File: src/rtl/scs_regs.vh
`ifndef SCS_REGS_VH
`define SCS_REGS_VH

// Register addresses
`define SCS_ADDR_CFG 8'hA1
`define SCS_ADDR_CKR 8'hA2
`define SCS_ADDR_DAT 8'hA3
`define SCS_ADDR_CTRL 8'hF8

// Configuration and status register fields
`define SCS_CFG_BUSY 7
`define SCS_CFG_ROLE 6
`define SCS_CFG_PHA 5
`define SCS_CFG_POL 4
`define SCS_CFG_SEL 3
`define SCS_CFG_RAW 2
`define SCS_CFG_SHIFTER_EMPTY_FLAG 1
`define SCS_CFG_RXE 0

// Control register fields
`define SCS_CTRL_DONE 7
`define SCS_CTRL_WCOL 6
`define SCS_CTRL_MODF 5
`define SCS_CTRL_OVR 4
`define SCS_CTRL_MD_HI 3
`define SCS_CTRL_MD_LO 2
`define SCS_CTRL_TXE 1
`define SCS_CTRL_EN 0

// Select mode encodings
`define SCS_MD_3WIRE 2'h0
`define SCS_MD_4WIRE_IN 2'h1

// Reset values
`define SCS_RST_MD 2'h1
`define SCS_RST_CKR 8'h00

// Timing
`define SCS_SEL_FILT 2
`define SCS_BITS 4'h8
`define SCS_HALVES 5'h10

`endif

File: src/rtl/scs_fifo2.v
`timescale 1ns/1ps
module scs_fifo2 #(
  parameter W = 8
) (
  // Clock and reset
  input wire ref_clk,
  input wire rst_b,
  // Fill side
  input wire in_valid,
  output wire in_ready,
  input wire [W-1:0] in_data,
  // Drain side
  output wire out_valid,
  input wire out_ready,
  output wire [W-1:0] out_data
);
  reg [W-1:0] mem [0:1];
  reg [1:0] cnt_q;
  reg wr_q;
  reg rd_q;
  wire push;
  wire pop;

  assign in_ready = (cnt_q != 2'h2);
  assign out_valid = (cnt_q != 2'h0);
  assign out_data = mem[rd_q];
  assign push = in_valid && in_ready;
  assign pop = out_valid && out_ready;

  always @(posedge ref_clk)
  begin
    if (push)
      mem[wr_q] <= in_data;
  end

  always @(posedge ref_clk or negedge rst_b)
  begin
    if (!rst_b)
    begin
      cnt_q <= 2'h0;
      wr_q <= 1'b0;
      rd_q <= 1'b0;
    end
    else
    begin
      if (push)
        wr_q <= ~wr_q;
      if (pop)
        rd_q <= ~rd_q;
      if (push && !pop)
        cnt_q <= cnt_q + 2'h1;
      else if (pop && !push)
        cnt_q <= cnt_q - 2'h1;
    end
  end
endmodule // scs_fifo2

File: src/rtl/scs_sync.v
`timescale 1ns/1ps
module scs_sync #(
  parameter W = 4,
  parameter [W-1:0] INIT = {W{1'b0}}
) (
  // Clock and reset
  input wire ref_clk,
  input wire rst_b,
  // Data
  input wire [W-1:0] d,
  output reg [W-1:0] q
);
  reg [W-1:0] meta_q;

  always @(posedge ref_clk or negedge rst_b)
  begin
    if (!rst_b)
    begin
      meta_q <= INIT;
      q <= INIT;
    end
    else
    begin
      meta_q <= d;
      q <= meta_q;
    end
  end
endmodule // scs_sync

File: src/rtl/scs_top.v
// Overview of operation
// - Status bit 7 reads one while a byte transfer runs, in either role.
// - Bit 6 clear makes the port a target, set makes it the clock master.
// - Phase bit 5 puts data centre on the first clock edge at zero, else second.
// - Polarity bit 4 sets the serial clock idle level, low at zero.
// - Bit 3 reads one while a de-glitched copy of select is low.
// - Bit 2 returns the select pin level with no de-glitching.
// - As target, bit 1 sets when a byte is done, nothing waits to load or store.
// - Bit 1 clears when the shifter is loaded or a serial clock edge shifts.
// - As controller, bit 1 always reads one.
// - As target, bit 0 is one when no unread received byte is held, else zero.
// - As controller, bit 0 always reads one.
// - As target, incoming data is sampled at the centre of each bit.
// - As controller, incoming data is sampled one clock before the bit ends.
// - Select mode 00 ignores select, 01 takes it as input, 1x drives it out.
// - Select low while controller in mode 01 clears role and enable.
// - A 4-wire target acts only while select is low, seen two clocks late through the synchroniser.
`timescale 1ns/1ps
`include "scs_regs.vh"
module scs_top #(
  parameter SEL_FILT = `SCS_SEL_FILT
) (
  // Clock and reset
  input wire ref_clk,
  input wire rst_b,
  // Special function register port
  input wire [7:0] sfr_addr,
  input wire sfr_wr,
  input wire sfr_rd,
  input wire [7:0] sfr_wdata,
  output reg [7:0] sfr_rdata,
  // Serial clock pin
  input wire sck_in,
  output reg sck_out,
  output reg sck_oe,
  // Controller-out pin
  input wire mosi_in,
  output reg mosi_out,
  output reg mosi_oe,
  // Target-out pin
  input wire miso_in,
  output reg miso_out,
  output reg miso_oe,
  // Select line pin
  input wire select_line_in,
  output reg select_line_out,
  output reg select_line_oe
);
  // Pin synchronisers
  wire [3:0] pin_s;
  wire sck_s;
  wire mosi_s;
  wire miso_s;
  wire sel_s;

  scs_sync #(.W(4), .INIT(4'h8)) u_sync (
    .ref_clk(ref_clk),
    .rst_b(rst_b),
    .d({select_line_in, miso_in, mosi_in, sck_in}),
    .q(pin_s)
  );
  assign sck_s = pin_s[0];
  assign mosi_s = pin_s[1];
  assign miso_s = pin_s[2];
  assign sel_s = pin_s[3];

  // Software state
  reg controller_role_select_q;
  reg clock_phase_select_q;
  reg clock_idle_level_q;
  reg port_enable_q;
  reg [1:0] select_mode_field_q;
  reg [7:0] ckr_q;
  reg [7:0] tx_hold_q;
  reg tx_full_q;
  reg done_flag_q;
  reg wcol_flag_q;
  reg modf_flag_q;
  reg ovr_flag_q;
  // Engine state
  reg sck_prev_q;
  reg sel_filt_q;
  reg [1:0] filt_cnt_q;
  reg shifter_empty_q;
  reg [7:0] tx_sh_q;
  reg [7:0] rx_sh_q;
  reg out_bit_q;
  reg [3:0] bit_cnt_q;
  reg ctl_act_q;
  reg [4:0] half_q;
  reg [7:0] div_q;
  reg sck_q;
  reg push_q;
  reg [7:0] push_data_q;

  wire rx_in_ready;
  wire rx_valid;
  wire [7:0] rx_data;
  wire rx_pop;
  wire wr_cfg;
  wire wr_ctrl;
  wire wr_dat;
  wire tgt_sel;
  wire tgt_on;
  wire sck_edge;
  wire lead;
  wire trail;
  wire tgt_sample;
  wire tgt_shift;
  wire tgt_done;
  wire tgt_load;
  wire ctl_start;
  wire half_end;
  wire [4:0] half_nx;
  wire mode_fault;
  wire busy;
  wire [7:0] tgt_byte;

  assign wr_cfg = sfr_wr && (sfr_addr == `SCS_ADDR_CFG);
  assign wr_ctrl = sfr_wr && (sfr_addr == `SCS_ADDR_CTRL);
  assign wr_dat = sfr_wr && (sfr_addr == `SCS_ADDR_DAT);
  assign rx_pop = sfr_rd && (sfr_addr == `SCS_ADDR_DAT);

  // Target gating by the select line
  assign tgt_sel = (select_mode_field_q == `SCS_MD_3WIRE) ||
    (!select_mode_field_q[1] && !sel_s);
  assign tgt_on = port_enable_q && !controller_role_select_q &&
    tgt_sel;

  // Serial clock edges seen as target
  assign sck_edge = tgt_on && (sck_s != sck_prev_q);
  assign lead = sck_edge && (sck_s != clock_idle_level_q);
  assign trail = sck_edge && (sck_s == clock_idle_level_q);
  assign tgt_sample = clock_phase_select_q ? trail : lead;
  assign tgt_shift = clock_phase_select_q ? lead : trail;
  assign tgt_done = trail && (clock_phase_select_q ?
    (bit_cnt_q == `SCS_BITS - 4'h1) : (bit_cnt_q == `SCS_BITS));
  assign tgt_load = tgt_on && shifter_empty_q && tx_full_q && !sck_edge;
  assign tgt_byte = clock_phase_select_q ? {rx_sh_q[6:0], mosi_s} : rx_sh_q;

  // Controller bit timing; one half period is ckr_q + 1 clocks
  assign ctl_start = port_enable_q && controller_role_select_q &&
    !ctl_act_q && tx_full_q && rx_in_ready && !push_q;
  assign half_end = ctl_act_q && (div_q == ckr_q);
  assign half_nx = half_q + 5'h1;

  assign mode_fault = port_enable_q && controller_role_select_q &&
    (select_mode_field_q == `SCS_MD_4WIRE_IN) && !sel_filt_q;
  assign busy = ctl_act_q ||
    (tgt_on && (bit_cnt_q != 4'h0));

  scs_fifo2 #(.W(8)) u_rxbuf (
    .ref_clk(ref_clk),
    .rst_b(rst_b),
    .in_valid(push_q),
    .in_ready(rx_in_ready),
    .in_data(push_data_q),
    .out_valid(rx_valid),
    .out_ready(rx_pop),
    .out_data(rx_data)
  );

  // Select de-glitch filter
  always @(posedge ref_clk or negedge rst_b)
  begin
    if (!rst_b)
    begin
      sel_filt_q <= 1'b1;
      filt_cnt_q <= 2'h0;
    end
    else if (sel_s == sel_filt_q)
      filt_cnt_q <= 2'h0;
    else if (filt_cnt_q == SEL_FILT[1:0] - 2'h1)
    begin
      sel_filt_q <= sel_s;
      filt_cnt_q <= 2'h0;
    end
    else
      filt_cnt_q <= filt_cnt_q + 2'h1;
  end

  // Software registers and flags; hardware set wins over clear
  always @(posedge ref_clk or negedge rst_b)
  begin
    if (!rst_b)
    begin
      controller_role_select_q <= 1'b0;
      clock_phase_select_q <= 1'b0;
      clock_idle_level_q <= 1'b0;
      port_enable_q <= 1'b0;
      select_mode_field_q <= `SCS_RST_MD;
      ckr_q <= `SCS_RST_CKR;
      tx_hold_q <= 8'h00;
      tx_full_q <= 1'b0;
      done_flag_q <= 1'b0;
      wcol_flag_q <= 1'b0;
      modf_flag_q <= 1'b0;
      ovr_flag_q <= 1'b0;
    end
    else
    begin
      if (wr_cfg)
      begin
        controller_role_select_q <= sfr_wdata[`SCS_CFG_ROLE];
        clock_phase_select_q <= sfr_wdata[`SCS_CFG_PHA];
        clock_idle_level_q <= sfr_wdata[`SCS_CFG_POL];
      end
      if (wr_ctrl)
      begin
        select_mode_field_q <=
          sfr_wdata[`SCS_CTRL_MD_HI:`SCS_CTRL_MD_LO];
        port_enable_q <= sfr_wdata[`SCS_CTRL_EN];
        done_flag_q <= sfr_wdata[`SCS_CTRL_DONE];
        wcol_flag_q <= sfr_wdata[`SCS_CTRL_WCOL];
        modf_flag_q <= sfr_wdata[`SCS_CTRL_MODF];
        ovr_flag_q <= sfr_wdata[`SCS_CTRL_OVR];
      end
      if (sfr_wr && (sfr_addr == `SCS_ADDR_CKR))
        ckr_q <= sfr_wdata;
      if (ctl_start || tgt_load || (tgt_done && tx_full_q))
        tx_full_q <= 1'b0;
      if (wr_dat)
      begin
        if (tx_full_q)
          wcol_flag_q <= 1'b1;
        else
        begin
          tx_hold_q <= sfr_wdata;
          tx_full_q <= 1'b1;
        end
      end
      if (mode_fault)
      begin
        modf_flag_q <= 1'b1;
        controller_role_select_q <= 1'b0;
        port_enable_q <= 1'b0;
      end
      if (push_q)
      begin
        done_flag_q <= 1'b1;
        if (!rx_in_ready)
          ovr_flag_q <= 1'b1;
      end
    end
  end

  // Shift engine for both roles
  always @(posedge ref_clk or negedge rst_b)
  begin
    if (!rst_b)
    begin
      sck_prev_q <= 1'b0;
      shifter_empty_q <= 1'b1;
      tx_sh_q <= 8'h00;
      rx_sh_q <= 8'h00;
      out_bit_q <= 1'b0;
      bit_cnt_q <= 4'h0;
      ctl_act_q <= 1'b0;
      half_q <= 5'h00;
      div_q <= 8'h00;
      sck_q <= 1'b0;
      push_q <= 1'b0;
      push_data_q <= 8'h00;
    end
    else
    begin
      sck_prev_q <= sck_s;
      push_q <= 1'b0;
      if (!ctl_act_q)
        sck_q <= clock_idle_level_q;
      if (ctl_start)
      begin
        ctl_act_q <= 1'b1;
        half_q <= 5'h00;
        div_q <= 8'h00;
        out_bit_q <= tx_hold_q[7];
        tx_sh_q <= {tx_hold_q[6:0], 1'b0};
        if (clock_phase_select_q)
          sck_q <= ~clock_idle_level_q;
      end
      else if (ctl_act_q)
      begin
        if (!port_enable_q || !controller_role_select_q)
          ctl_act_q <= 1'b0;
        else if (half_end)
        begin
          div_q <= 8'h00;
          half_q <= half_nx;
          if (half_q[0])
            rx_sh_q <= {rx_sh_q[6:0], miso_s};
          if (half_nx == `SCS_HALVES)
          begin
            ctl_act_q <= 1'b0;
            sck_q <= clock_idle_level_q;
            push_q <= 1'b1;
            push_data_q <= {rx_sh_q[6:0], miso_s};
          end
          else
          begin
            sck_q <= ~sck_q;
            if (!half_nx[0])
            begin
              out_bit_q <= tx_sh_q[7];
              tx_sh_q <= {tx_sh_q[6:0], 1'b0};
            end
          end
        end
        else
          div_q <= div_q + 8'h01;
      end
      else if (!tgt_on)
        bit_cnt_q <= 4'h0;
      else
      begin
        if (sck_edge)
          shifter_empty_q <= 1'b0;
        if (tgt_load)
        begin
          shifter_empty_q <= 1'b0;
          tx_sh_q <= tx_hold_q;
          if (!clock_phase_select_q)
            out_bit_q <= tx_hold_q[7];
        end
        if (tgt_sample)
        begin
          rx_sh_q <= {rx_sh_q[6:0], mosi_s};
          bit_cnt_q <= bit_cnt_q + 4'h1;
        end
        if (tgt_shift && !tgt_done)
        begin
          out_bit_q <= clock_phase_select_q ? tx_sh_q[7] : tx_sh_q[6];
          tx_sh_q <= {tx_sh_q[6:0], 1'b0};
        end
        if (tgt_done)
        begin
          bit_cnt_q <= 4'h0;
          push_q <= 1'b1;
          push_data_q <= tgt_byte;
          if (tx_full_q)
          begin
            tx_sh_q <= tx_hold_q;
            if (!clock_phase_select_q)
              out_bit_q <= tx_hold_q[7];
          end
          else
            shifter_empty_q <= rx_in_ready;
        end
      end
    end
  end

  // Pin drivers and read data
  always @(posedge ref_clk or negedge rst_b)
  begin
    if (!rst_b)
    begin
      sck_out <= 1'b0;
      sck_oe <= 1'b0;
      mosi_out <= 1'b0;
      mosi_oe <= 1'b0;
      miso_out <= 1'b0;
      miso_oe <= 1'b0;
      select_line_out <= 1'b1;
      select_line_oe <= 1'b0;
      sfr_rdata <= 8'h00;
    end
    else
    begin
      sck_out <= sck_q;
      sck_oe <= port_enable_q && controller_role_select_q;
      mosi_out <= out_bit_q;
      mosi_oe <= port_enable_q && controller_role_select_q;
      miso_out <= out_bit_q;
      miso_oe <= tgt_on;
      select_line_out <= select_mode_field_q[0];
      select_line_oe <= port_enable_q &&
        select_mode_field_q[1];
      if (sfr_rd)
      begin
        case (sfr_addr)
          `SCS_ADDR_CFG:
            sfr_rdata <= {busy, controller_role_select_q,
              clock_phase_select_q, clock_idle_level_q,
              !sel_filt_q,
              sel_s,
              controller_role_select_q | shifter_empty_q,
              controller_role_select_q | !rx_valid};
          `SCS_ADDR_CTRL:
            sfr_rdata <= {done_flag_q, wcol_flag_q, modf_flag_q,
              ovr_flag_q, select_mode_field_q, !tx_full_q,
              port_enable_q};
          `SCS_ADDR_CKR:
            sfr_rdata <= ckr_q;
          `SCS_ADDR_DAT:
            sfr_rdata <= rx_data;
          default:
            sfr_rdata <= 8'h00;
        endcase
      end
    end
  end
endmodule // scs_top

File: config.mk
export PLATFORM = sky130hd
export DESIGN_NAME = scs_top
export DESIGN_NICKNAME = d
export VERILOG_FILES = /design/src/rtl/scs_fifo2.v /design/src/rtl/scs_sync.v /design/src/rtl/scs_top.v
export VERILOG_INCLUDE_DIRS = /design/src /design/src/rtl
export SDC_FILE = /design/constraint.sdc
export NUM_CORES = 1
export LEC_CHECK = 0
export BUFFER_PORTS_ARGS = -buffer_cell sky130_fd_sc_hd__buf_2
export CAP_MARGIN = 10
export CORE_MARGIN = 1
export CORE_UTILIZATION = 30
export CTS_BUF_LIST = sky130_fd_sc_hd__clkbuf_16
export CTS_CLUSTER_DIAMETER = 80
export DETAILED_ROUTE_END_ITERATION = 16
export GPL_ROUTABILITY_DRIVEN = 0
export PLACE_DENSITY = 0.52
export RECOVER_POWER = 50
export SLEW_MARGIN = 0
export SYNTH_ARGS = -nofsm -noshare
export SYNTH_HDL_FRONTEND = slang
export SYNTH_SLANG_ARGS = --single-unit
File: constraint.sdc
create_clock -name ref_clk -period 4.7 [get_ports ref_clk]
set_clock_uncertainty 0.2 [all_clocks]
set_input_delay 0.94 -clock ref_clk [delete_from_list [all_inputs] [get_ports ref_clk]]
set_output_delay 0.94 -clock ref_clk [all_outputs]
set_load 0.01 [all_outputs]
======== After elaboration in Yosys (flattened, before gate mapping) ========
Memories as Yosys holds them, arrays and structs flattened.
Index checks and enable logic that the tools add are counted.
word-level totals
  bits in registers ....................... 103
  bits in latches ......................... 0
  memory bits (writable) .................. 16
  memory bits (read-only) ................. 0
  input port bits ......................... 24
  output and inout bits ................... 16
  logic and storage cells ................. 250
  memories ................................ 1
memory list
  memory       depth  width  read ports  clocked after Yosys merged registers in  write ports  line            RTL
  u_rxbuf.mem  2      8      1           0                                        1            scs_fifo2.v:17  reg [W-1:0] mem [0:1];
operators by class
  add/subtract/negate cells ............... 6
  multipliers ............................. 0
  divide/modulo/power cells ............... 0
  order comparisons ....................... 0
  equal/unequal tests ..................... 25
  shift-type cells ........................ 0
  mux-type cells .......................... 99
  bitwise operators ....................... 10
  reduce and logical (&&, ||, !) cells .... 71
operators with widths
  operator             number
  $mux 8               28
  $mux 1               59
  $eq 8x8->1 const B   4
  $pmux 8 s4           1
  $logic_and 1x1->1    31
  $mux 5               4
  $reduce_bool 2->1    10
  $logic_not 1->1      13
  $mux 4               3
  $reduce_and 6->1     2
  $ne 3x3->1 const B   3
  $reduce_and 3->1     3
  $add 8x1->8 const B  1
  $eq 8x8->1           1
  $mux 2               4
  $not 1->1            8
  $ne 2x1->1 const B   3
  $ne 2x2->1 const B   3
  $ne 3x1->1 const B   2
  $reduce_and 2->1     3
  $add 5x1->5 const B  1
  $eq 5x5->1 const B   1
  $logic_or 1x1->1     5
  $reduce_and 5->1     1
  other kinds (12)     17

======== Depth between registers and ports, before layout ========
Gate-level depths: netlist of run 1.
  depth after elaboration ................. 16
  depth in mapped cells ................... 9
  mapped depth without buffers ............ 8

======== By module ========
A second synthesis of run 1 with hierarchy kept.
unflattened totals
  cell total of the unflattened synthesis .. 526
  area, all modules ....................... 5854.4 µm²
by module, submodules not included
  module     instances  cells an instance  area each (µm²)  seq. area each (µm²)
  scs_top    1          475                4864.7           2282.2
  scs_fifo2  1          43                 787.0            580.6
  scs_sync   1          8                  202.7            202.7

======== Worst setup path before layout of run 1 ========
OpenSTA, ideal clock, no wires.
  path kind ............................... input -> register
  start point ............................. input port sfr_addr[2]
  end point ............................... register u_rxbuf.cnt_q[1]
  library setup time ...................... 0.079 ns
  arrival time ............................ 2.451 ns
  data required time ...................... 4.421 ns
  slack ................................... 1.970 ns
  stages .................................. 8
  buffers on the path ..................... 0
  cells stage by stage .................... nand3b_1 > nor4_1 > and3_1 > o211ai_1 > ha_1 > xor2_1 > nor2_1 > xor2_1
between the ends
  word-level cells in the longest chain between the ends .. 6
  elaborated cells on any way between the ends .. 8
  those cells by class .................... eq/ne (1); mux (1); reduce/logical (6)
ends and longest elaborated chain
  element                                             line            RTL
  start, declared                                     scs_top.v:27    input wire [7:0] sfr_addr,
  $eq 8x8->1 *                                        n/a
  $logic_and 1x1->1 *                                 scs_top.v:122   assign rx_pop = sfr_rd && (sfr_addr == `SCS_ADDR_DAT);
  $logic_and 1x1->1 *                                 scs_fifo2.v:28  assign pop = out_valid && out_ready;
  $logic_not 1->1                                     scs_fifo2.v:50  if (push && !pop)
  $logic_and 1x1->1                                   scs_fifo2.v:50
  $mux 2 / $reduce_bool 2->1 (equally long branches)  n/a
  end signal, assigned                                scs_fifo2.v:51  cnt_q <= cnt_q + 2'h1;
  end signal, assigned                                scs_fifo2.v:53  cnt_q <= cnt_q - 2'h1;
  end, declared                                       scs_fifo2.v:18  reg [1:0] cnt_q;
Mark *: on every way between the ends. The rest lies on a longest branch, timed or not.
A chain may end at the register's enable or synchronous reset.

==> impl_metrics.env, run 1 <==
export IMPL_worstReg2RegEnd="push_data_q[0]$_DFFE_PN0P_"
export IMPL_cts_buffer_depth=2
export IMPL_peakVddDrop_mv=0.272
export IMPL_regArea_mm2=0.00307
export IMPL_routed_via_density=5.11
export IMPL_finalCritPeriodShare=0.655
export IMPL_synth_ff_latch_count=119
export IMPL_total_number_of_h_tree_levels=4
export IMPL_detailedRoute_firstPassIterationCount=6
export IMPL_die_w_um=140
export IMPL_final_layout_size_suffix_gt1_frac=0.217
export IMPL_run_status="complete, but fails checks"
export IMPL_timing_setup_tns_ns=0
export IMPL_worst_path_max_fanout=48
export IMPL_normalized_max_slew_margin=-0.724
export IMPL_rr_worst_depth=6
export IMPL_cts_hold_repair_buffers=0
export IMPL_yosysSeqAreaShare=0.534
export IMPL_clock_tree_from_tritoncts="built"
export IMPL_global_route_usage_total=0.144
export IMPL_clkSlewWorstSetupHoldPaths_ns=0.06
export IMPL_ctsRootBufferMaster="clkbuf_16"
export IMPL_timing_hold_worst_class="flip-flop to flip-flop"
export IMPL_postSynthCellCount=512
export IMPL_grt_remaining_overflow=0
export IMPL_number_of_placement_rows=50
export IMPL_timing_reg2reg_setup_slack_ns=1.87
export IMPL_grt_setup_unrepaired="no"
export IMPL_design_die_area_mm2=0.0197
export IMPL_port_buffer_count=39
export IMPL_category_of_the_most_critical_setup_path="input port to async pin"
export IMPL_postSynth_topFlopCell="dfrtp_1"
export IMPL_crit_slowest_cell="clkbuf_1"
export IMPL_worstReg2RegStart="u_sync.q[3]$_DFF_PN1_"
export IMPL_timing_critical_path_slowest_cell_delay_ns=1.80
export IMPL_final_hold_viol_count=0
export IMPL_syn_nets=542
export IMPL_critical_path_cell_chain="clkbuf_1 -> buf_4"
export IMPL_synth_top_cells_by_area="dfrtp_1 (42%), edfxtp_1 (8.4%), mux2_2 (5.7%)"
export IMPL_multiInputGateArea_mm2=0.00247
export IMPL_grt_start_max_net_pins=49
export IMPL_first_global_vias=4049
export IMPL_dr_total_vias=4071
export IMPL_drtAntennaViolNets=0
export IMPL_wire_length_of_the_first_global_routing_pass_mm=21.6
export IMPL_hold_path_startpoint="u_sync.meta_q[1]$_DFF_PN0_"
export IMPL_pwr_density_cell_mw_per_mm2=404
export IMPL_design_final_nets=580
export IMPL_final_setup_viol_count=0
export IMPL_final_critical_path_setup_slack_ns=1.62
export IMPL_synth_most_common_cell="dfrtp_1"
export IMPL_detail_route_drc_violations=0
export IMPL_diodes=0
export IMPL_cts_made_buffers=17
export IMPL_whs_path_depth=0
export IMPL_dpl_wire_length_mm=9.41
export IMPL_worst_skew_pair_late_latency_ns=0.42
export IMPL_maxCapViolations=1
export IMPL_worst_endpoint_arrival_ns=3.43
export IMPL_start_kind="input port"
export IMPL_avgSynthCellArea_um2=11.2
export IMPL_tritoncts_num_sinks=119
export IMPL_failed_checks="max-capacitance violations, max-slew violations"
export IMPL_netlist_top_cells_count="dfrtp_1 (97), nand2_1 (39), nor2_1 (33)"
export IMPL_io_pins=40
export IMPL_mappedNetlistArea_mm2=0.00574
export IMPL_ys_warnings_count=0
export IMPL_timing_final_max_slew_violations=49
export IMPL_min_period_ns=3.08
export IMPL_die_span_y_um=140
export IMPL_yosysUniqueCellTypes=66
export IMPL_cts_resized=0
export IMPL_proportion_of_netlist_area_held_by_the_largest_area_contributor=0.423
export IMPL_detail_route_wl_per_cell_um=16.5
export IMPL_floorplan_initialDensity=0.307
export IMPL_routed_wl_mm=13.1
export IMPL_power_static_leakage_nw=2.91
export IMPL_core_area_mm2=0.0187
export IMPL_cts_post_setup_buffers_inserted=0
export IMPL_critical_path_buf_inv_count=2
export IMPL_hold_path_endpoint="u_sync.q[1]$_DFF_PN0_"
export IMPL_place_worst_setup_slack_ns=1.35
export IMPL_max_clock_freq_ghz=0.325
export IMPL_worstPathRequired_ns=5.05
export IMPL_antenna_found_initial=1
export IMPL_worstMarginPinSlew_ns=2.59
export IMPL_drtIter0Drc=249
export IMPL_post_synth_edffs=16
export IMPL_fillCellCount=1849
export IMPL_synthArstFlopShare=0.866
export IMPL_family_of_cells_with_the_greatest_summed_delay_on_the_critical_path="buffers and inverters"
export IMPL_critical_path_endpoint_type="async pin"
export IMPL_worstSetupPathDepth=2
export IMPL_area_delta_synth_final_pct=17.3
export IMPL_netlist_top_cell_by_area="dfrtp_1"
==> per-stage QoR <==
stage               utilization  instance area [um2]  total power, W  hold slack [ns]  std cells
floorplan                     -                 5740         0.00136            0.131        512
global placement          0.328                 6140         0.00143            0.137        765
detailed placement        0.328                 6140         0.00144            0.136        765
CTS                       0.360                 6740         0.00275            0.155        797
global route              0.360                 6730         0.00284            0.162        797
finish                    0.360                 6730         0.00272            0.151        797
==> worst reg2reg max path, delay by kind of cell (launching register included) <==
kind                   cells  cell delay (ns)
AOI/OAI and AO/OA          2             0.82
muxes                      1             0.40
buffers and inverters      1             0.14
DFF                        1             0.60
and+or+nand+nor            2             0.56
==> worst max path at each step <==
stage / slack [ns] / start / endpoint
6_report: 1.62 / rst_b / u_rxbuf.cnt_q[0]$_DFFE_PN0P_
5_1_grt: 1.07 / rst_b / u_rxbuf.cnt_q[1]$_DFFE_PN0P_
4_1_cts: 1.81 / sfr_addr[2] / tx_hold_q[3]$_DFFE_PN0P_
3_5_place_dp: 1.35 / sfr_addr[2] / tx_hold_q[3]$_DFFE_PN0P_
3_3_place_gp: 1.46 / sfr_addr[2] / tx_hold_q[4]$_DFFE_PN0P_
2_1_floorplan: 1.97 / sfr_addr[2] / u_rxbuf.cnt_q[1]$_DFFE_PN0P_
==> area by class of cell <==
| class | instances | area share |
|---|---|---|
| Multi-Input combinational cell | 347 | 0.367 |
| Clock buffer | 17 | 0.0632 |
| Inverter | 21 | 0.0117 |
| Tap cell | 234 | 0.0435 |
| Timing Repair Buffer | 44 | 0.0342 |
| Clock inverter | 15 | 0.0249 |
| Sequential cell | 119 | 0.455 |
==> report_power, final <==
group          internal (W)  switching (W)
combinational      0.000115       0.000126
sequential          0.00111      0.0000659
clock              0.000792       0.000507
==> sequential cells by signal (all words and copies together) (netlist names), 5 cells and up <==
name,count
push_data_q,8
ckr_q,8
tx_hold_q,8
div_q,8
half_q,5
sfr_rdata,8
u_rxbuf.mem,16
tx_sh_q,8
rx_sh_q,8
==> cell families after synthesis <==
| logic type | Yosys count | share of synthesized area |
|---|---|---|
| simple gates | 148 | 0.134 |
| compound gates | 111 | 0.139 |
| flops | 119 | 0.534 |
| mux | 54 | 0.100 |
| xor+xnor | 28 | 0.0427 |
| buf+inv | 46 | 0.0366 |
| fa+ha+maj | 6 | 0.0131 |
==> layer usage <==
layer | vias up | part of all wire | track usage | wire length [um]
met4 | 2 | 0.025 | 0.0648 | 331
met2 | 109 | 0.45 | 0.218 | 5980
met3 | 24 | 0.049 | 0.0427 | 641
met1 | 1978 | 0.47 | 0.190 | 6180
met5 | - | 0.00076 | 0 | 10
li1 | 1958 | - | - | -
==> cell usage in the layout (no fill, tap or decap), types with 7 or more instances in the layout <==
cell / netlist / layout
xor2_1: 8 / 8
a21oi_1: 11 / 11
edfxtp_1: 16 / 16
mux2i_1: 25 / 25
o22ai_1: 9 / 9
mux2_2: 29 / 29
inv_1: 20 / 20
o21ai_0: 19 / 19
dfrtp_1: 97 / 97
o2111ai_1: 7 / 7
xnor2_1: 20 / 20
nor2_1: 33 / 33
a222oi_1: 7 / 7
a31oi_1: 10 / 10
buf_2: 9 / 37
clkbuf_16: 0 / 17
nor3_1: 10 / 10
nand2_1: 39 / 39
a21o_1: 8 / 8
nand3_1: 17 / 17
o21a_1: 10 / 10
Power figures use the tool's default switching activity.
==> run 2, diff against run 1 <==
--- a/config.mk
+++ b/config.mk
@@ -6,6 +6,7 @@
 export SDC_FILE = /design/constraint.sdc
 export NUM_CORES = 1
 export LEC_CHECK = 0
+export ABC_AREA = 1
 export BUFFER_PORTS_ARGS = -buffer_cell sky130_fd_sc_hd__buf_2
 export CAP_MARGIN = 10
 export CORE_MARGIN = 1
@@ -14,7 +15,7 @@
 export CTS_CLUSTER_DIAMETER = 80
 export DETAILED_ROUTE_END_ITERATION = 16
 export GPL_ROUTABILITY_DRIVEN = 0
-export PLACE_DENSITY = 0.52
+export PLACE_DENSITY = 0.54
 export RECOVER_POWER = 50
 export SLEW_MARGIN = 0
 export SYNTH_ARGS = -nofsm -noshare
==> constraint.sdc (replaced) <==
create_clock -name ref_clk -period 2.45 [get_ports ref_clk]
set_clock_uncertainty 0.2 [all_clocks]
set_input_delay 0.49 -clock ref_clk [delete_from_list [all_inputs] [get_ports ref_clk]]
set_output_delay 0.49 -clock ref_clk [all_outputs]
set_load 0.01 [all_outputs]
==> run 2 against run 1 <==
The flow now finishes without violations; clock-buffer cell count is the same; combinational power grew 44%; total power grew 84%; register-to-register slack lost 1.7 ns; final area grew 8.7%; die area grew 4.6%; highest routed layer is now met4; global-route usage grew 2.1 points; area after synthesis grew 4.7%; sequential power grew 80%.
==> impl_metrics.env, run 2 <==
export IMPL_cp_common_cell="nand2_1"
export IMPL_cell_internal_pwr_w=0.00379
export IMPL_avgSynthCellArea_um2=8.12
export IMPL_routed_wl_mm=15.4
export IMPL_design_final_nets=842
export IMPL_normalized_max_slew_margin=0.295
export IMPL_drtAntennaViolNets=0
export IMPL_global_route_usage_total=0.166
export IMPL_critical_path_cell_chain="nand2_1 -> inv_1 -> nor2_8 -> inv_1 -> nor2_1 -> inv_2 -> nand2_2 -> a21oi_4 -> buf_12 -> nor2_1 -> nand2_1 -> nand2_1"
export IMPL_yosysSeqAreaShare=0.510
export IMPL_timing_setup_tns_ns=0
export IMPL_worst_endpoint_arrival_ns=2.41
export IMPL_critical_path_endpoint_type="flip-flop"
export IMPL_dr_total_vias=5017
export IMPL_ys_warnings_count=0
export IMPL_cts_resized=0
export IMPL_netlist_top_cell_by_area="dfrtp_1"
export IMPL_number_of_placement_rows=51
export IMPL_synthArstFlopShare=0.866
export IMPL_place_inst=1053
export IMPL_timing_critical_path_slowest_cell_delay_ns=0.60
export IMPL_crit_slowest_cell="dfstp_2"
export IMPL_io_pins=40
export IMPL_power_static_leakage_nw=3.59
export IMPL_layout_commonest_cell="nand2_1"
export IMPL_run_status="finished, final reports clean"
export IMPL_timing_hold_worst_class="flip-flop to flip-flop"
export IMPL_total_number_of_h_tree_levels=4
export IMPL_worstPathRequired_ns=2.57
export IMPL_registers_top_by_ff_count="u_rxbuf.mem"
export IMPL_cts_made_buffers=17
export IMPL_peakVddDrop_mv=0.520
export IMPL_yosysUniqueCellTypes=43
export IMPL_final_hold_viol_count=0
export IMPL_detail_route_drc_violations=0
export IMPL_worst_path_max_fanout=17
export IMPL_worst_skew_pair_late_latency_ns=0.42
export IMPL_design_die_area_mm2=0.0206
export IMPL_cts_post_setup_buffers_inserted=0
export IMPL_clkSlewWorstSetupHoldPaths_ns=0.06
export IMPL_detailedRoute_firstPassIterationCount=5
export IMPL_post_synth_edffs=16
export IMPL_proportion_of_netlist_area_held_by_the_largest_area_contributor=0.404
export IMPL_netSwitchingFraction=0.242
export IMPL_grt_start_max_net_pins=40
export IMPL_maxCapViolations=0
export IMPL_worstMarginPinSlew_ns=1.06
export IMPL_sequentialPowerShare=0.424
export IMPL_max_clock_freq_ghz=0.436
export IMPL_critical_path_buf_inv_count=4
export IMPL_antenna_found_initial=0
export IMPL_clock_tree_from_tritoncts="built"
export IMPL_grt_remaining_overflow=0
export IMPL_finalCritPeriodShare=0.935
export IMPL_largest_register_ffs=16
export IMPL_pwr_density_cell_mw_per_mm2=683
export IMPL_floorplan_initialDensity=0.308
export IMPL_fillCellCount=2066
export IMPL_final_cell_mix="nand2_1 (234), dfrtp_1 (97), inv_1 (90)"
export IMPL_port_buffer_count=39
export IMPL_final_setup_viol_count=0
export IMPL_timing_final_max_slew_violations=0
export IMPL_wire_length_of_the_first_global_routing_pass_mm=25.4
export IMPL_core_area_mm2=0.0195
export IMPL_area_delta_synth_final_pct=21.7
export IMPL_regArea_mm2=0.00307
export IMPL_dpl_wire_length_mm=11.4
export IMPL_die_w_um=144
export IMPL_power_switching_w=0.00121
export IMPL_detail_route_wl_per_cell_um=14.2
export IMPL_cts_hold_repair_buffers=5
export IMPL_start_kind="flip-flop"
export IMPL_drtIter0Drc=318
export IMPL_syn_nets=770
export IMPL_pwr_share_clk=0.506
export IMPL_synth_most_common_cell="nand2_1"
export IMPL_grt_setup_unrepaired="no"
export IMPL_diodes=0
export IMPL_layoutNonFillerInstCount=1090
export IMPL_routed_via_density=4.60
export IMPL_min_period_ns=2.29
export IMPL_synth_ff_latch_count=119
export IMPL_category_of_the_most_critical_setup_path="flip-flop to flip-flop"
export IMPL_ctsRootBufferMaster="clkbuf_16"
export IMPL_die_span_y_um=144
export IMPL_family_of_cells_with_the_greatest_summed_delay_on_the_critical_path="simple AND/OR/NAND/NOR gates"
export IMPL_mappedNetlistArea_mm2=0.00601
export IMPL_netlist_top_cells_count="nand2_1 (234), dfrtp_1 (97), inv_1 (89)"
export IMPL_cts_buffer_depth=2
export IMPL_postSynthCellCount=740
export IMPL_synth_top_cells_by_area="dfrtp_1 (40%), nand2_1 (15%), edfxtp_1 (8.0%)"
export IMPL_postSynth_topFlopCell="dfrtp_1"
export IMPL_tritoncts_num_sinks=119
export IMPL_first_global_vias=4818
export IMPL_final_layout_size_suffix_gt1_frac=0.144
export IMPL_combinational_share_of_power=0.070
export IMPL_multiInputGateArea_mm2=0.00249
==> run 2: per-stage QoR <==
| stage | worst slack (ns) | util | power (W) | cell area (um2) | hold slack [ns] |
|---|---|---|---|---|---|
| 2_1_floorplan | 0.310 | - | 0.00233 | 6010 | -0.00559 |
| 5_1_grt | 0.0453 | 0.375 | 0.00520 | 7310 | 0.154 |
| 4_1_cts | 0.208 | 0.375 | 0.00507 | 7330 | 0.147 |
| 3_3_place_gp | 0.203 | 0.342 | 0.00250 | 6680 | 0.134 |
| 6_report | 0.159 | 0.375 | 0.00500 | 7310 | 0.145 |
| 3_5_place_dp | 0.127 | 0.342 | 0.00250 | 6680 | 0.135 |
==> run 2: area by class of cell <==
cell class | count | share of cell area
clock inverter | 15 | 0.0241
sequential | 119 | 0.419
multi-input combinational | 508 | 0.340
inverter | 95 | 0.0489
clock buffer | 17 | 0.0582
tap | 265 | 0.0453
timing repair buffer | 71 | 0.0643
==> run 2: worst reg2reg max path, stage by stage, from the launching register on <==
cell,delay [ns]
dfstp_2,0.60
nand2_1,0.12
inv_1,0.16
nor2_8,0.08
inv_1,0.13
nor2_1,0.10
inv_2,0.12
nand2_2,0.17
a21oi_4,0.19
buf_12,0.16
nor2_1,0.05
nand2_1,0.06
nand2_1,0.05
==> run 2: power groups by stage <==
stage | Sequential, W | Combinational, W | Clock (W)
after floorplan | 0.00215 | 0.000189 | 0
after global placement | 0.00215 | 0.000346 | 0
after detailed placement | 0.00216 | 0.000349 | 0
after CTS | 0.00212 | 0.000357 | 0.00259
after global routing | 0.00213 | 0.000393 | 0.00268
final | 0.00212 | 0.000348 | 0.00253
==> run 2: worst paths after layout <==
check | start | to | slack [ns] | cells after the start
min in group asynchronous | rst_b | sfr_rdata[1]$_DFFE_PN0P_ | 0.61 | 2
hold / removal | u_sync.meta_q[1]$_DFF_PN0_ | u_sync.q[1]$_DFF_PN0_ | 0.15 | 0
max in group asynchronous | rst_b | u_sync.q[3]$_DFF_PN1_ | 0.45 | 3
setup / recovery | select_mode_field_q[0]$_DFFE_PN1P_ | tx_sh_q[1]$_DFFE_PN0P_ | 0.16 | 12
hold reg to reg | u_sync.meta_q[1]$_DFF_PN0_ | u_sync.q[1]$_DFF_PN0_ | 0.15 | 0
setup reg to reg | select_mode_field_q[0]$_DFFE_PN1P_ | tx_sh_q[1]$_DFFE_PN0P_ | 0.16 | 12
==> run 2: logic make-up (layout without fill, tap and decap cells) <==
group	after synthesis	in the layout	synth area share
adder cells (fa/ha/maj)	6	6	0.0125
flip-flops	119	119	0.510
AO/OA/AOI/OAI	113	113	0.109
multiplexers	7	7	0.0117
AND/OR/NAND/NOR	369	369	0.262
buffers and inverters	113	198	0.0762
XOR/XNOR	13	13	0.0189
==> run 2: per-layer routing <==
metal | vias to the layer above | part of all wire | track usage
li1 | 2543 | - | -
met1 | 2339 | 0.48 | 0.221
met2 | 113 | 0.46 | 0.258
met3 | 22 | 0.040 | 0.0377
met4 | 0 | 0.023 | 0.0705
met5 | - | 0 | 0
==> run 3, diff against run 2 <==
--- a/config.mk
+++ b/config.mk
@@ -15,6 +15,7 @@
 export CTS_CLUSTER_DIAMETER = 80
 export DETAILED_ROUTE_END_ITERATION = 16
 export GPL_ROUTABILITY_DRIVEN = 0
+export GPL_TIMING_DRIVEN = 0
 export PLACE_DENSITY = 0.54
 export RECOVER_POWER = 50
 export SLEW_MARGIN = 0
==> run 3 against run 2 <==
Die area stayed put; combinational power is 4% lower; sequential share of layout area is 0.31 points higher; critical path type unchanged; critical endpoint is now tx_sh_q[2]$_DFFE_PN0P_.
==> impl_metrics.env, run 3 (synthesized netlist as in run 2, its figures left out) <==
export IMPL_grt_start_max_net_pins=55
export IMPL_hold_worst_slack_ns=0.147
export IMPL_combinational_share_of_power=0.066
export IMPL_power_static_leakage_nw=3.49
export IMPL_hold_path_startpoint="u_sync.meta_q[0]$_DFF_PN0_"
export IMPL_diodes=0
export IMPL_tritoncts_num_sinks=119
export IMPL_wire_length_of_the_first_global_routing_pass_mm=25.7
export IMPL_pwr_share_clk=0.516
export IMPL_cell_internal_pwr_w=0.00380
export IMPL_registers_top_by_ff_count="u_rxbuf.mem"
export IMPL_worstPathRequired_ns=2.57
export IMPL_sequentialPowerShare=0.418
export IMPL_category_of_the_most_critical_setup_path="flip-flop to flip-flop"
export IMPL_detail_route_drc_violations=0
export IMPL_power_switching_w=0.00128
export IMPL_worstReg2RegEnd="tx_sh_q[2]$_DFFE_PN0P_"
export IMPL_timing_final_max_slew_violations=0
export IMPL_pwr_density_cell_mw_per_mm2=700
export IMPL_final_cell_mix="nand2_1 (233), dfrtp_1 (96), inv_1 (91)"
export IMPL_global_route_usage_total=0.168
export IMPL_worstMarginPinSlew_ns=1.33
export IMPL_start_kind="flip-flop"
export IMPL_normalized_max_slew_margin=0.110
export IMPL_grt_setup_unrepaired="no"
export IMPL_design_die_area_mm2=0.0206
export IMPL_place_inst=1044
export IMPL_final_layout_size_suffix_gt1_frac=0.123
export IMPL_routed_via_density=4.68
export IMPL_netSwitchingFraction=0.252
export IMPL_worstReg2RegStart="clock_idle_level_q$_DFFE_PN0P_"
export IMPL_ctsRootBufferMaster="clkbuf_16"
export IMPL_die_span_y_um=144
export IMPL_whs_path_depth=0
export IMPL_detail_route_wl_per_cell_um=14.5
export IMPL_clock_tree_from_tritoncts="built"
export IMPL_hold_path_endpoint="u_sync.q[0]$_DFF_PN0_"
export IMPL_antenna_found_initial=0
export IMPL_peakVddDrop_mv=0.542
export IMPL_core_area_mm2=0.0195
export IMPL_design_final_nets=837
export IMPL_final_setup_viol_count=0
export IMPL_worst_path_max_fanout=9
export IMPL_worst_endpoint_arrival_ns=2.47
export IMPL_layout_commonest_cell="nand2_1"
export IMPL_maxCapViolations=0
export IMPL_fin_util=0.372
export IMPL_routed_wl_mm=15.8
export IMPL_run_status="finished, final reports clean"
export IMPL_largest_register_ffs=16
export IMPL_cts_buffer_depth=2
export IMPL_worst_skew_pair_late_latency_ns=0.43
export IMPL_total_number_of_h_tree_levels=4
export IMPL_port_buffer_count=38
export IMPL_cts_made_buffers=17
export IMPL_grt_remaining_overflow=0
export IMPL_detailedRoute_firstPassIterationCount=5
export IMPL_drtIter0Drc=357
export IMPL_final_hold_viol_count=0
export IMPL_min_period_ns=2.35
export IMPL_io_pins=40
export IMPL_timing_reg2reg_setup_slack_ns=0.10
export IMPL_critical_path_endpoint_type="flip-flop"
export IMPL_first_global_vias=4734
export IMPL_area_delta_synth_final_pct=20.9
export IMPL_die_w_um=144
export IMPL_finalCritPeriodShare=0.959
export IMPL_layoutNonFillerInstCount=1085
export IMPL_number_of_placement_rows=51
export IMPL_dpl_wire_length_mm=11.3
export IMPL_dr_total_vias=5079
export IMPL_drtAntennaViolNets=0
export IMPL_max_clock_freq_ghz=0.426
export IMPL_floorplan_initialDensity=0.308
export IMPL_timing_hold_worst_class="flip-flop to flip-flop"
export IMPL_rr_worst_depth=12
export IMPL_clkSlewWorstSetupHoldPaths_ns=0.06
-- run 3: cell count changes in the layout (fill, tap and decap cells not counted), moves of 3 or more --
cell      before  now
buf_12         3    0
buf_2         37   28
clkinv_4       4    1
buf_4         20    7
clkbuf_1       4   21
-- run 3: worst max-delay path, cell delays in order, from the launching register on --
cell     delay [ns]
dfrtp_1        0.43
inv_1          0.18
nand2_1        0.07
nand2_1        0.21
nand4_1        0.14
nand2_1        0.34
nand2_2        0.24
nand2_1        0.11
nand3_1        0.07
nand2_1        0.06
nand2_1        0.04
nand2_1        0.09
nand2_1        0.06
-- run 3: worst max-delay path by stage --
stage	start	end	slack, ns	depth (start not counted)
after global routing	clock_idle_level_q$_DFFE_PN0P_	tx_sh_q[2]$_DFFE_PN0P_	0.001	12
final	clock_idle_level_q$_DFFE_PN0P_	tx_sh_q[2]$_DFFE_PN0P_	0.10	12
after CTS	select_mode_field_q[0]$_DFFE_PN1P_	tx_sh_q[7]$_DFFE_PN0P_	0.06	12
after global placement	rst_b	tx_sh_q[4]$_DFFE_PN0P_	-0.60	1
after floorplan	sfr_addr[4]	u_rxbuf.cnt_q[1]$_DFFE_PN0P_	0.31	8
after detailed placement	sfr_addr[4]	u_rxbuf.cnt_q[1]$_DFFE_PN0P_	-0.12	9
-- run 3: per-layer routing --
layer  GRT usage  part of all wire  vias to the layer above
met5           0                 0                        -
met4      0.0750             0.024                        0
met3      0.0363             0.039                       29
met2       0.254              0.46                      109
met1       0.230              0.48                     2404
li1            -                 -                     2537
-- run 3: what timing repair did --
item                                    in CTS  in global routing
resized for setup                            0                  8
buffers inserted                             2                  2
endpoints found under the setup margin       3                 24
hold buffers                                 5                  0
endpoints found under the hold margin       49                  0
pin swaps                                    1                  1
-- run 3: area by class of cell --
type                       count  area [um2]
tap                          265         332
multi-input combinational    508        2510
clock buffer                  17         425
timing repair buffer          48         280
fill                        2053       12300
buffer                        18         101
inverter                      95         358
clock inverter                15         191
sequential                   119        3070
-- run 3: power by group through the flow --
stage / Combinational, W / Sequential [W] / Clock (W)
2_1_floorplan: 0.000189 / 0.00215 / 0
3_3_place_gp: 0.000314 / 0.00216 / 0
3_5_place_dp: 0.000322 / 0.00216 / 0
4_1_cts: 0.000336 / 0.00213 / 0.00267
5_1_grt: 0.000387 / 0.00213 / 0.00277
6_report: 0.000335 / 0.00212 / 0.00262
-- run 3: metrics by stage --
stage	setup WS [ns]	instance area (um2)	setup TNS [ns]	total power (W)
6_report	0.101	7260	0	0.00508
2_1_floorplan	0.310	6010	0	0.00233
4_1_cts	0.0583	7240	0	0.00513
5_1_grt	0.00130	7260	0	0.00528
3_3_place_gp	-0.602	6530	-57.81	0.00248
3_5_place_dp	-0.119	6560	-0.182	0.00248
